<file path="src/core_alu_cfg.svh">
/*
 * Constants of the arithmetic and logic unit: flag positions, update
 * masks, byte constants and reset values.
 * Assumes inclusion by bare name from every file that needs them.
 */
`ifndef CORE_ALU_CFG_SVH
`define CORE_ALU_CFG_SVH

`define FLAG_W       6
`define FLAG_C       0
`define FLAG_Z       1
`define FLAG_N       2
`define FLAG_V       3
`define FLAG_S       4
`define FLAG_H       5
`define FLAGS_RST    6'h00
`define UPD_NONE     6'h00
`define UPD_ARITH    6'h2F
`define UPD_WORD     6'h1F
`define UPD_LOGIC    6'h0E
`define UPD_COM      6'h0F
`define UPD_INC      6'h0E
`define ALL_ONES     8'hFF
`define ALL_ZERO     8'h00
`define ONE_BYTE     8'h01
`define SIGN_MIN     8'h80
`define BYTE_RST     8'h00
`define WORD_ZERO    16'h0000

`endif

</file>
<file path="src/core_alu_pkg.sv">
/*
 * Types of the arithmetic and logic unit: operation codes and states.
 * Assumes nothing of its surroundings.
 */
package core_alu_pkg;

    typedef enum logic [3:0] {
        op_add                    = 4'h0,
        op_add_carry              = 4'h1,
        op_sub                    = 4'h2,
        op_difference_with_borrow = 4'h3,
        op_and                    = 4'h4,
        op_or                     = 4'h5,
        op_exclusive_disjunction  = 4'h6,
        op_bit_inversion          = 4'h7,
        op_arithmetic_inversion   = 4'h8,
        op_set_selected_bits      = 4'h9,
        op_clear_selected_bits    = 4'hA,
        op_increment              = 4'hB,
        op_word_plus_immediate    = 4'hC,
        op_word_minus_immediate   = 4'hD
    } op_t;

    typedef enum logic {
        st_idle    = 1'b0,
        st_word_hi = 1'b1
    } state_t;

endpackage

</file>
<file path="src/alu_byte_if.sv">
/*
 * Carrier between the unit's sequencer and its byte datapath.
 * Assumes a purely combinational byte datapath on the unit side.
 */
`timescale 1ns/1ps
`default_nettype none
`include "core_alu_cfg.svh"

interface alu_byte_if;
    core_alu_pkg::op_t    op;
    logic [7:0]           a;
    logic [7:0]           b;
    logic                 cin;
    logic [7:0]           result;
    logic [`FLAG_W-1:0]   flags_new;
    logic [`FLAG_W-1:0]   flags_upd;

    modport core (output op, a, b, cin,
                  input result, flags_new, flags_upd);
    modport unit (input op, a, b, cin,
                  output result, flags_new, flags_upd);
endinterface

`default_nettype wire

</file>
<file path="src/core_arith_logic_ops.sv">
/*
 * Arithmetic and logic execution unit with its own status flags.
 * Assumes the decoder presents operands with op_valid for one cycle
 * and waits while busy_reg is high; word operands are registered at the take.
 */
`timescale 1ns/1ps
`default_nettype none
`include "core_alu_cfg.svh"

module core_arith_logic_ops (
    input  wire logic                ref_clk,
    input  wire logic                rst,
    input  wire logic                op_valid,
    input  wire core_alu_pkg::op_t   op_code,
    input  wire logic                op_use_imm,
    input  wire logic [7:0]          dst_val,
    input  wire logic [7:0]          dst_hi_val,
    input  wire logic [7:0]          src_val,
    input  wire logic [7:0]          imm_val,
    output var  logic                busy_reg,
    output var  logic                done_reg,
    output var  logic                word_reg,
    output var  logic [7:0]          result_lo_reg,
    output var  logic [7:0]          result_hi_reg,
    output var  logic [`FLAG_W-1:0]  flags_reg
);
    core_alu_pkg::state_t state_reg;
    core_alu_pkg::state_t state_next;
    logic                 take;
    logic                 is_word;
    logic                 word_minus_reg;
    logic [15:0]          word_in;
    logic [15:0]          word_in_reg;
    logic [15:0]          word_res_reg;
    logic [15:0]          word_res_next;
    logic [`FLAG_W-1:0]   word_flags;
    logic                 word_v;
    logic                 word_c;

    alu_byte_if byte_if ();

    arith_byte_unit byte_unit (
        .port_if (byte_if.unit)
    );

    // Immediate masks always feed the bit set and clear forms
    assign byte_if.op  = op_code;
    assign byte_if.a   = dst_val;
    assign byte_if.b   = (op_use_imm ||
                          op_code == core_alu_pkg::op_set_selected_bits ||
                          op_code == core_alu_pkg::op_clear_selected_bits)
                         ? imm_val : src_val;
    assign byte_if.cin = flags_reg[`FLAG_C];

    assign is_word = (op_code == core_alu_pkg::op_word_plus_immediate) ||
                     (op_code == core_alu_pkg::op_word_minus_immediate);
    // Requests during the second word cycle are ignored
    assign take    = op_valid && (state_reg == core_alu_pkg::st_idle);
    assign word_in = {dst_hi_val, dst_val};

    always_comb begin
        if (op_code == core_alu_pkg::op_word_minus_immediate) begin
            word_res_next = 16'(word_in - {8'h00, imm_val});
        end else begin
            word_res_next = 16'(word_in + {8'h00, imm_val});
        end
    end

    // Word carry and overflow from the stored operand and result high bits, zero from the whole result
    always_comb begin
        if (word_minus_reg) begin
            word_v = word_in_reg[15] & ~word_res_reg[15];
            word_c = word_res_reg[15] & ~word_in_reg[15];
        end else begin
            word_v = ~word_in_reg[15] & word_res_reg[15];
            word_c = ~word_res_reg[15] & word_in_reg[15];
        end
        word_flags          = `FLAGS_RST;
        word_flags[`FLAG_C] = word_c;
        word_flags[`FLAG_Z] = (word_res_reg == `WORD_ZERO);
        word_flags[`FLAG_N] = word_res_reg[15];
        word_flags[`FLAG_V] = word_v;
        word_flags[`FLAG_S] = word_res_reg[15] ^ word_v;
    end

    always_comb begin
        state_next = state_reg;
        case (state_reg)
            core_alu_pkg::st_idle: begin
                if (take && is_word) begin
                    state_next = core_alu_pkg::st_word_hi;
                end
            end
            core_alu_pkg::st_word_hi: state_next = core_alu_pkg::st_idle;
            default:                  state_next = core_alu_pkg::st_idle;
        endcase
    end

    always_ff @(posedge ref_clk) begin
        if (rst) begin
            state_reg <= core_alu_pkg::st_idle;
            busy_reg  <= 1'b0;
        end else begin
            state_reg <= state_next;
            busy_reg  <= (state_next == core_alu_pkg::st_word_hi);
        end
    end

    // Word operands held for the second cycle
    always_ff @(posedge ref_clk) begin
        if (rst) begin
            word_in_reg    <= `WORD_ZERO;
            word_res_reg   <= `WORD_ZERO;
            word_minus_reg <= 1'b0;
        end else if (take && is_word) begin
            word_in_reg    <= word_in;
            word_res_reg   <= word_res_next;
            word_minus_reg <= (op_code ==
                               core_alu_pkg::op_word_minus_immediate);
        end
    end

    always_ff @(posedge ref_clk) begin
        if (rst) begin
            done_reg      <= 1'b0;
            word_reg      <= 1'b0;
            result_lo_reg <= `BYTE_RST;
            result_hi_reg <= `BYTE_RST;
        end else if (state_reg == core_alu_pkg::st_word_hi) begin
            done_reg      <= 1'b1;
            word_reg      <= 1'b1;
            result_lo_reg <= word_res_reg[7:0];
            result_hi_reg <= word_res_reg[15:8];
        end else begin
            done_reg      <= take && !is_word;
            word_reg      <= 1'b0;
            if (take && !is_word) begin
                result_lo_reg <= byte_if.result;
            end
        end
    end

    // Merge keeps every flag outside the update mask
    always_ff @(posedge ref_clk) begin
        if (rst) begin
            flags_reg <= `FLAGS_RST;
        end else if (state_reg == core_alu_pkg::st_word_hi) begin
            flags_reg <= (flags_reg & ~`UPD_WORD) |
                         (word_flags & `UPD_WORD);
        end else if (take && !is_word) begin
            flags_reg <= (flags_reg & ~byte_if.flags_upd) |
                         (byte_if.flags_new & byte_if.flags_upd);
        end
    end
endmodule // core_arith_logic_ops

`default_nettype wire

</file>
<file path="src/arith_byte_unit.sv">
/*
 * Combinational byte datapath: result, new flags and which flags change.
 * Assumes the caller merges the flags and registers the result.
 */
`timescale 1ns/1ps
`default_nettype none
`include "core_alu_cfg.svh"

module arith_byte_unit (
    alu_byte_if.unit port_if
);
    logic [7:0] a;
    logic [7:0] b;
    logic [7:0] r;
    logic [2:0] hvc;
    logic [`FLAG_W-1:0] upd;

    // Half carry, overflow, carry of a sum
    function automatic logic [2:0] add_hvc(input logic [7:0] x,
                                           input logic [7:0] y,
                                           input logic [7:0] s);
        add_hvc[2] = x[3] & y[3] | y[3] & ~s[3] | ~s[3] & x[3];
        add_hvc[1] = x[7] & y[7] & ~s[7] | ~x[7] & ~y[7] & s[7];
        add_hvc[0] = x[7] & y[7] | y[7] & ~s[7] | ~s[7] & x[7];
    endfunction

    // Same for a difference; carry means borrow
    function automatic logic [2:0] sub_hvc(input logic [7:0] x,
                                           input logic [7:0] y,
                                           input logic [7:0] s);
        sub_hvc[2] = ~x[3] & y[3] | y[3] & s[3] | s[3] & ~x[3];
        sub_hvc[1] = x[7] & ~y[7] & ~s[7] | ~x[7] & y[7] & s[7];
        sub_hvc[0] = ~x[7] & y[7] | y[7] & s[7] | s[7] & ~x[7];
    endfunction

    assign a = port_if.a;
    assign b = port_if.b;

    always_comb begin
        r   = a;
        hvc = 3'h0;
        upd = `UPD_LOGIC;
        case (port_if.op)
            core_alu_pkg::op_add: begin
                r   = 8'(a + b);
                hvc = add_hvc(a, b, r);
                upd = `UPD_ARITH;
            end
            core_alu_pkg::op_add_carry: begin
                r   = 8'(a + b + {7'h00, port_if.cin});
                hvc = add_hvc(a, b, r);
                upd = `UPD_ARITH;
            end
            core_alu_pkg::op_sub: begin
                r   = 8'(a - b);
                hvc = sub_hvc(a, b, r);
                upd = `UPD_ARITH;
            end
            core_alu_pkg::op_difference_with_borrow: begin
                r   = 8'(a - b - {7'h00, port_if.cin});
                hvc = sub_hvc(a, b, r);
                upd = `UPD_ARITH;
            end
            core_alu_pkg::op_and:                   r = a & b;
            core_alu_pkg::op_or:                    r = a | b;
            core_alu_pkg::op_exclusive_disjunction: r = a ^ b;
            core_alu_pkg::op_set_selected_bits:     r = a | b;
            core_alu_pkg::op_clear_selected_bits:
                r = a & 8'(`ALL_ONES - b);
            core_alu_pkg::op_bit_inversion: begin
                r   = 8'(`ALL_ONES - a);
                hvc = 3'h1;
                upd = `UPD_COM;
            end
            core_alu_pkg::op_arithmetic_inversion: begin
                r   = 8'(`ALL_ZERO - a);
                hvc = sub_hvc(`ALL_ZERO, a, r);
                upd = `UPD_ARITH;
            end
            core_alu_pkg::op_increment: begin
                r   = 8'(a + `ONE_BYTE);
                hvc = {1'b0, r == `SIGN_MIN, 1'b0};
                upd = `UPD_INC;
            end
            default: begin
                r   = a;
                upd = `UPD_NONE;
            end
        endcase
    end

    always_comb begin
        port_if.flags_new          = `FLAGS_RST;
        port_if.flags_new[`FLAG_C] = hvc[0];
        port_if.flags_new[`FLAG_Z] = (r == `ALL_ZERO);
        port_if.flags_new[`FLAG_N] = r[7];
        port_if.flags_new[`FLAG_V] = hvc[1];
        port_if.flags_new[`FLAG_S] = r[7] ^ hvc[1];
        port_if.flags_new[`FLAG_H] = hvc[2];
    end

    assign port_if.result    = r;
    assign port_if.flags_upd = upd;

endmodule // arith_byte_unit

`default_nettype wire

</file>
<file path="config.mk">
export PLATFORM = sky130hd
export DESIGN_NAME = core_arith_logic_ops
export DESIGN_NICKNAME = d
export VERILOG_FILES = /design/src/core_alu_pkg.sv /design/src/alu_byte_if.sv /design/src/core_arith_logic_ops.sv /design/src/arith_byte_unit.sv
export VERILOG_INCLUDE_DIRS = /design/src
export SDC_FILE = /design/constraint.sdc
export NUM_CORES = 1
export LEC_CHECK = 0
export BUFFER_PORTS_ARGS = -buffer_cell sky130_fd_sc_hd__buf_2
export CORE_MARGIN = 3
export CORE_UTILIZATION = 60
export CTS_CLUSTER_DIAMETER = 120
export DETAILED_ROUTE_END_ITERATION = 7
export PLACE_DENSITY = 0.89
export SETUP_SLACK_MARGIN = 0.1
export SKIP_CTS_REPAIR_TIMING = 1
export SYNTH_ARGS = -nofsm -noshare
export SYNTH_HDL_FRONTEND = slang
export SYNTH_HIERARCHICAL = 1
export SYNTH_SLANG_ARGS = --single-unit
</file>
<file path="constraint.sdc">
create_clock -name ref_clk -period 6.2 [get_ports ref_clk]
set_input_delay 0.31 -clock ref_clk [delete_from_list [all_inputs] [get_ports ref_clk]]
set_output_delay 0.31 -clock ref_clk [all_outputs]
set_load 0.05 [all_outputs]
</file>
* Yosys cells after proc, flatten, opt, wreduce, memory -nomap -nowiden
Cells that the tools add are included.
** Word-level totals
- Input port bits :: 40
- Memories :: 0
- Register bits :: 58
- Latch bits :: 0
- Word-level logic and storage cells :: 143
- Memory bits (read-only) :: 0
- Bits in writable memories :: 0
- Output and inout port bits :: 25
** Cells by class
- Muxes and demuxes :: 15
- Divide/modulo/power cells :: 0
- Shift operators :: 0
- Eq/ne operators :: 14
- Multipliers :: 0
- Reductions and logical operators :: 14
- Add/subtract/negate cells :: 10
- $lt $le $gt $ge :: 0
- Bitwise operators :: 81
** Operator list (number)
- 8-bit case mux with 11 select lines :: 1
- 1-bit AND :: 34
- 4-bit equality test (second input constant) :: 6
- 8-bit 2-to-1 mux :: 3
- 1-bit bitwise OR :: 24
- 3-bit case mux with 7 select lines :: 1
- 6-bit case mux with 3 select lines :: 1
- 16-bit by 8-bit adder with 16-bit output :: 1
- 8-bit AND :: 2
- 4-bit by 3-bit equality test with 1-bit output (second input constant) :: 4
- 16-bit zero test :: 1
- 16-bit 2-to-1 mux :: 1
- 16-bit by 8-bit subtractor with 16-bit output :: 1
- 8-bit subtractor (first input constant) :: 2
- 6-bit AND :: 2
- 6-bit 2-to-1 mux :: 2
- 1-bit NOT :: 12
- 8-bit by 1-bit adder with 8-bit output :: 1
- 8-bit by 1-bit adder with 8-bit output (second input constant) :: 1
- 8-bit adder :: 1
- 4-bit by 2-bit equality test with 1-bit output (second input constant) :: 2
- 8-bit equality test (second input constant) :: 1
- 8-bit zero test :: 1
- 8-bit bitwise OR :: 1
- other kinds (19) :: 28

* Logic depth before layout (Yosys ltp)
Gate-level depths: netlist of run 1.
- Depth after elaboration :: 16
- Gate-level depth with buffers :: 24

* By module
Netlist of run 1, hierarchy kept.
** Modules (own cells, without submodules)
- arith_byte_unit :: cells an instance 392, area an instance 2728.9 um2, times used 1, sequential area each 0.0 um2
- core_arith_logic_ops :: cells an instance 332, area an instance 2698.8 um2, times used 1, sequential area each 860.8 um2

* Worst setup path before layout of run 1
No wires, ideal clock.
- Kind :: input -> register
- Start :: input port op_code[0]
- End :: register with a tool-made name
- Required time :: 6105 ps
- Stages on the path :: 24
- Slack :: 1587 ps
- Arrival time :: 4518 ps
- Setup time :: 95 ps
- Cells stage by stage :: xor2_1 > a31oi_1 > clkbuf_1 > mux2_2 > inv_1 > ha_1 > buf_2 > inv_1 > o211ai_1 > a21oi_1 > nor2_1 > nor2_1 > nor2_1 > o21bai_1 > fa_1 > nand3b_1 > o21ai_0 > a22o_1 > a31oi_1 > o211ai_1 > o32a_1 > nor3_2 > o21bai_1 > a221oi_1
** RTL lines
- start, declared :: RTL line core_arith_logic_ops.sv:14 : input wire core_alu_pkg::op_t op_code,

==> results of run 1 <==
area by class of cell:
| type | count | area (sq um) |
|---|---|---|
| clock buffer | 6 | 72.6 |
| clock inverter | 2 | 60.1 |
| fill | 783 | 2910 |
| inverter | 32 | 120 |
| multi-input combinational | 603 | 4230 |
| sequential | 43 | 861 |
| tap | 108 | 135 |
| timing repair buffer | 72 | 380 |
placed cells by master (no fill, tap or decap), types with 10 or more instances in the layout:
| cell | netlist | final |
|---|---|---|
| o21ai_0 | 36 | 36 |
| nor2b_1 | 10 | 10 |
| mux2i_1 | 24 | 24 |
| a211oi_1 | 12 | 12 |
| ha_1 | 54 | 54 |
| xor2_1 | 15 | 15 |
| buf_2 | 14 | 64 |
| a21o_1 | 10 | 10 |
| a21oi_1 | 59 | 59 |
| xnor2_1 | 20 | 20 |
| nand2_1 | 70 | 70 |
| inv_1 | 31 | 31 |
| nor2_1 | 73 | 73 |
| nor3_1 | 19 | 19 |
| dfxtp_1 | 43 | 43 |
| nand3_1 | 16 | 16 |
critical path: cells and delay by family:
kind / cells / cell delay, ns
multiplexers: 1 / 0.41
adder cells (fa/ha/maj): 2 / 0.89
XOR/XNOR: 1 / 0.14
AND/OR/NAND/NOR: 5 / 0.52
AO/OA/AOI/OAI: 11 / 2.08
buffers and inverters: 4 / 1.01
through the flow:
step	instances	hold slack, ns	power (mW)	util (%)	area [sq um]
CTS	866	0.308	1.05	66.8	5860
global route	866	0.317	1.12	66.8	5860
detailed placement	858	0.448	0.795	65.3	5720
floorplan	724	0.438	0.672	-	5430
global placement	858	0.443	0.784	65.3	5720
finish	866	0.321	1.06	66.8	5860
power by group:
| part | switching [mW] | leakage, nW | internal, mW | total [mW] |
|---|---|---|---|---|
| Combinational | 0.322 | 2.11 | 0.188 | 0.510 |
| Sequential | 0.00933 | 0.349 | 0.288 | 0.297 |
| Clock | 0.0962 | 0.0654 | 0.161 | 0.257 |
routing by layer:
metal	global-route usage (%)	wire [um]
met5	0	0
met1	50.2	7590
met4	7.87	380
met3	8.24	1980
met2	51.2	7560
cells by family (layout without fill, tap and decap cells):
| group | count (synthesis) | after routing | synth area share (%) |
|---|---|---|---|
| buffers and inverters | 78 | 112 | 6.36 |
| multiplexers | 30 | 30 | 5.67 |
| flip-flops | 43 | 43 | 15.9 |
| AO/OA/AOI/OAI | 223 | 223 | 28.0 |
| XOR/XNOR | 36 | 36 | 5.95 |
| adder cells (fa/ha/maj) | 61 | 61 | 15.0 |
| AND/OR/NAND/NOR | 252 | 252 | 23.0 |
| other | 1 | 1 | 0.0691 |
path summary, 6_finish.rpt:
kind                                                 from  cells past startpoint                           end
worst max register to register                  flip-flop                     11                     flip-flop
worst max-delay path                           op_code[1]                     24                     flip-flop
worst min register to register  flags_reg[5]$_SDFFE_PP0P_                      2     flags_reg[5]$_SDFFE_PP0P_
worst min-delay path                        dst_hi_val[7]                      3  word_in_reg[15]$_SDFFE_PP0P_
==> impl_results.md, run 1 <==
* Status: finished, final reports clean
* Die ar. at 10200 sq um
* DP HPWL at 13.5 mm
* Endpoints failing setup at 0
* Routed WL per cell at 20.2 um
* Fin. Hold Viols at 0
* GP Congestion at 0.999
* Yosys top cell by area: dfxtp_1
* Maximum net fanout on the critical path at 32
* Layout area overhead at 7.88%
* EDFF count, synth at 0
* Seq cells post-synth at 43
* Seq/Total Area, Yosys at 15.9%
* # IOs at 65
* Crit path cell chain: buf_2, xor2_1, a31oi_1, buf_4, mux2_2, inv_1, ha_1, inv_1, o211ai_1, a21oi_1, nor2_1, nor2_1, nor2_1, o21bai_1, fa_1, nand3b_1, o21ai_0, a22o_1, a31oi_1, o211ai_1, o32a_1, nor3_2, o21bai_1, a221oi_1
* Slowest CP cell: fa_1
* Via count at 5848
* Die X-Extent at 101 um
* Critical Path Most Common Cell: nor2_1
* Global-route wire length before repair at 28.2 mm
* Chip Height at 101 um
* Final period util at 83.3%
* Top cells by area, synth: dfxtp_1, ha_1, a21oi_1, nor2_1, nand2_1
* Max Slew Vio Count at 0
* CTS max path bufs at 2
* Clock transition at the registers of the reported paths at 0.08 ns
* Share of the synthesized area in the top cell type at 15.9%
* Initial Util at 61.9%
* TNS Setup at 0 ns
* Average via count per standard cell at 6.75
* Initial DRC count at 706
* Drt pass-1 iters at 6
* Vias in the first global route at 5507
* Max IR drop VDD at 110 uV
* Core footprint at 8760 sq um
* R2r setup slk at 2.93 ns
* Power Density at 182 nW/um^2
* CP Launch Type: input port
* H-tree levels at 2
* FFs w/ async S/R, synth at 0%
* Antenna cells at 0
* Syn_area_per_cell at 7.50 sq um
* Synth Cell Area at 5430 sq um
* Root Buffer Master: clkbuf_8
* Nets at 858
* Worst endpoint required time at 6.40 ns
* PortBufs at 64
* Leakage at 2.52 nW
* Most frequent cells after synthesis: nor2_1, nand2_1, a21oi_1, ha_1, dfxtp_1
* Slew @ Worst Pin at 0.698 ns
* Synthesis Warnings at 6
* CP Class: in2reg
* CP Capture Type: flip-flop
* Fmax at 0.194 GHz
* Synth cell types at 87
* Pre-CTS setup slack at 0.876 ns
* Tmin final at 5.17 ns
* Most frequent cell after synthesis: nor2_1
* Remaining global-route overflow at 0
* GRT Util Overall at 34.4%
* Max-cap violations at 0
* Initial antenna violation count at 0
* Cts bufs inserted at 5
* Syn_nets at 825
* Worst Clk Skew at 0.00727 ns
* Layout cells sized above 1 at 13.5%
* Number of nets still failing antenna checks after routing at 0
* Hold crit path type: in2reg
* Largest net degree at the start of global routing at 41
* WP data arrival at 5.37 ns
* Worst setup margin at 1.03 ns
* # rows at 34
* RSZ-0062 raised after global routing: false
* Crit-path max cell delay at 0.50 ns
* Most used DFF post-synth: dfxtp_1
* Post-Syn Instances at 724
* Total clock sinks at 43
* CTS tree: yes
* Clk_lat worst skew at 0.30 ns
* WL final at 17.5 mm
* Remaining DRCs at 0
* Worst slew margin at 52.2%
No activity file was read; power rests on OpenSTA's default activity.
==> inputs of run 2 (changes only) <==
- ABC_AREA: not set -> 1
- CORE_UTILIZATION: 60 -> 61
- PLACE_DENSITY: 0.89 -> 0.9
- clock period: 6.2 -> 4.9 ns (I/O delays scaled with it)
==> impl_results.md, run 2 <==
* CP Capture Type: flip-flop
* Layout area overhead at 6.65%
* Worst endpoint required time at 5.07 ns (-1.33 ns)
* RSZ-0062 raised after global routing: false
* Max IR drop VDD at 121 uV (+9.9%)
* Nets at 1097 (+28%)
* EDFF count, synth at 0 (unchanged)
* # IOs at 65 (unchanged)
* FFs w/ async S/R, synth at 0% (unchanged)
* Seq cells post-synth at 43 (unchanged)
* WP data arrival at 4.49 ns (-0.88 ns)
* Initial antenna violation count at 0 (unchanged)
* Clk_lat worst skew at 0.30 ns (about the same)
* Die ar. at 10500 sq um (+2.5%)
* Chip Height at 102 um (+1.2%)
* Via count at 6236 (+6.6%)
* Synth Cell Area at 5670 sq um (+4.4%)
* Post-Syn Instances at 950 (+31%)
* Syn_nets at 1051 (+27%)
* Top cells by area, synth: nand2_1, dfxtp_1, ha_1, inv_1, nand3_1
* Cts bufs inserted at 5 (unchanged)
* Leakage at 3.36 nW (+33%)
* Core footprint at 8890 sq um (+1.5%)
* Tmin final at 4.32 ns
* Hold crit path type: in2reg
* Largest net degree at the start of global routing at 23 (-44%)
* CP Class: in2reg
* Syn_area_per_cell at 5.96 sq um (-20%)
* Commonest non-fill, non-tap cell in the layout: nand2_1
* DP HPWL at 13.8 mm (+2.4%)
* GRT Util Overall at 32.2% (-2.2 points)
* Global-route wire length before repair at 26.5 mm (-6.2%)
* Yosys top cell by area: nand2_1
* H-tree levels at 2 (unchanged)
* Drt pass-1 iters at 5 (-1)
* Remaining DRCs at 0 (unchanged)
* Max Slew Vio Count at 0 (unchanged)
* Routed WL per cell at 15.4 um (-24%)
* Initial Util at 63.7% (+1.8 points)
* Max-cap violations at 0 (unchanged)
* Most used DFF post-synth: dfxtp_1
* Pre-CTS setup slack at 0.361 ns (-0.515 ns)
* Most frequent cells after synthesis: nand2_1, inv_1, nor2_1, nand3_1, ha_1
* Fmax at 0.231 GHz
* CTS max path bufs at 2 (unchanged)
* Share of the synthesized area in the top cell type at 15.8% (-0.091 points)
* CP Launch Point: op_code[0]
* Maximum net fanout on the critical path at 13 (-59%)
* TNS Setup at 0 ns (unchanged)
* Average via count per standard cell at 5.64 (-16%)
* Most frequent cells in the layout: nand2_1, inv_1, nor2_1
* GP Congestion at 1.06 (+6.6%)
* Layout cells sized above 1 at 12.1% (-1.3 points)
* Antenna cells at 0 (unchanged)
* Worst setup margin at 0.580 ns (-0.453 ns)
* WL final at 17.0 mm (-2.9%)
* Power Density at 202 nW/um^2 (+11%)
* Total clock sinks at 43 (unchanged)
* CP Launch Type: input port
* Status: finished, final reports clean
* Endpoints failing setup at 0 (unchanged)
* Root Buffer Master: clkbuf_8
* PortBufs at 64 (unchanged)
* Hold_sp: dst_hi_val[7]
* Number of nets still failing antenna checks after routing at 0 (unchanged)
* Remaining global-route overflow at 0 (unchanged)
* Final period util at 88.2%
* Most frequent cell after synthesis: nand2_1
* CTS tree: yes
* Worst Clk Skew at 0.00820 ns (+0.000936 ns)
* Synthesis Warnings at 6 (unchanged)
* Fin. Hold Viols at 0 (unchanged)
* # rows at 34 (unchanged)
* Synth cell types at 51 (-41%)
* Die X-Extent at 102 um (+1.2%)
* Vias in the first global route at 5319 (-3.4%)
* Worst slew margin at 32.4% (-20 points)
* Seq/Total Area, Yosys at 15.2% (-0.67 points)
* Clock transition at the registers of the reported paths at 0.07 ns (about the same)
* Slew @ Worst Pin at 1.01 ns (+0.313 ns)
* PnR Total Power at 1.22 mW (+15%)
* Initial DRC count at 667 (-5.5%)
==> run 2: cell count changes after synthesis, sizes merged, moves of 17 or more <==
cell and change:
nand3 +71, mux2i -24, inv +136, nand2 +184, clkbuf -17, nor2 +26
==> run 2: kinds of logic after synthesis <==
logic type      share of synthesized area [%]
flops                                    15.2
fa+ha+maj                                14.4
other cells                            0.0662
compound gates                           14.5
mux                                     0.596
buf+inv                                  14.0
xor+xnor                                 2.61
simple gates                             38.7
==> run 2: per-stage QoR <==
step	hold slack (ns)	cells	utilization, %	instance area, sq um
finish	0.297	1105	68.0	6040
global route	0.328	1105	68.0	6040
CTS	0.287	1105	68.0	6040
detailed placement	0.445	1097	67.0	5960
global placement	0.425	1097	67.0	5960
floorplan	0.320	950	-	5670
==> run 2: critical path, stage by stage <==
cell and delay (ns):
buf_2 0.20, or2_1 0.14, nand3_1 0.07, o21bai_2 0.48, mux2_2 0.46, inv_1 0.22
ha_1 0.37, nor2_1 0.18, nand3_1 0.12, nand3_1 0.12, a21oi_1 0.10, o21bai_1 0.18
fa_1 0.50, inv_1 0.14, o21ai_0 0.11, nor2_1 0.13, nand3_1 0.08, nor2_1 0.14
nand2_1 0.08, inv_2 0.06, a21oi_4 0.07, a22oi_1 0.19, a21oi_1 0.09
==> run 2: final timing paths <==
check	end	slack, ns	cells past startpoint
max	result_lo_reg[7]$_SDFFE_PP0P_	0.58	23
min	word_in_reg[15]$_SDFFE_PP0P_	0.30	3
max reg2reg	flip-flop	2.54	14
min reg2reg	result_hi_reg[7]$_SDFFE_PP0P_	0.45	2
==> run 2: final cells by class <==
cell class | instances | area, sq um
Multi-Input combinational cell | 714 | 4010
Fill cell | 843 | 2850
Sequential cell | 43 | 861
Inverter | 168 | 631
Timing Repair Buffer | 64 | 320
Tap cell | 108 | 135
Clock buffer | 7 | 76.3
Clock inverter | 1 | 5.00
==> run 2: routing by layer <==
layer	global-route usage (%)	wire (um)	vias up	share of wire [%]
met1	47.7	7670	2732	45
li1	-	-	3139	-
met5	0	0	-	0
met4	7.67	335	0	2.0
met3	7.85	2010	37	12
met2	46.8	6970	328	41
==> run 2: power by group <==
| part | total (mW) | switching, mW | internal, mW |
|---|---|---|---|
| clock network | 0.217 | 0.117 | 0.100 |
| logic | 0.626 | 0.431 | 0.194 |
| registers | 0.375 | 0.00989 | 0.365 |
| total | 1.22 | 0.559 | 0.660 |
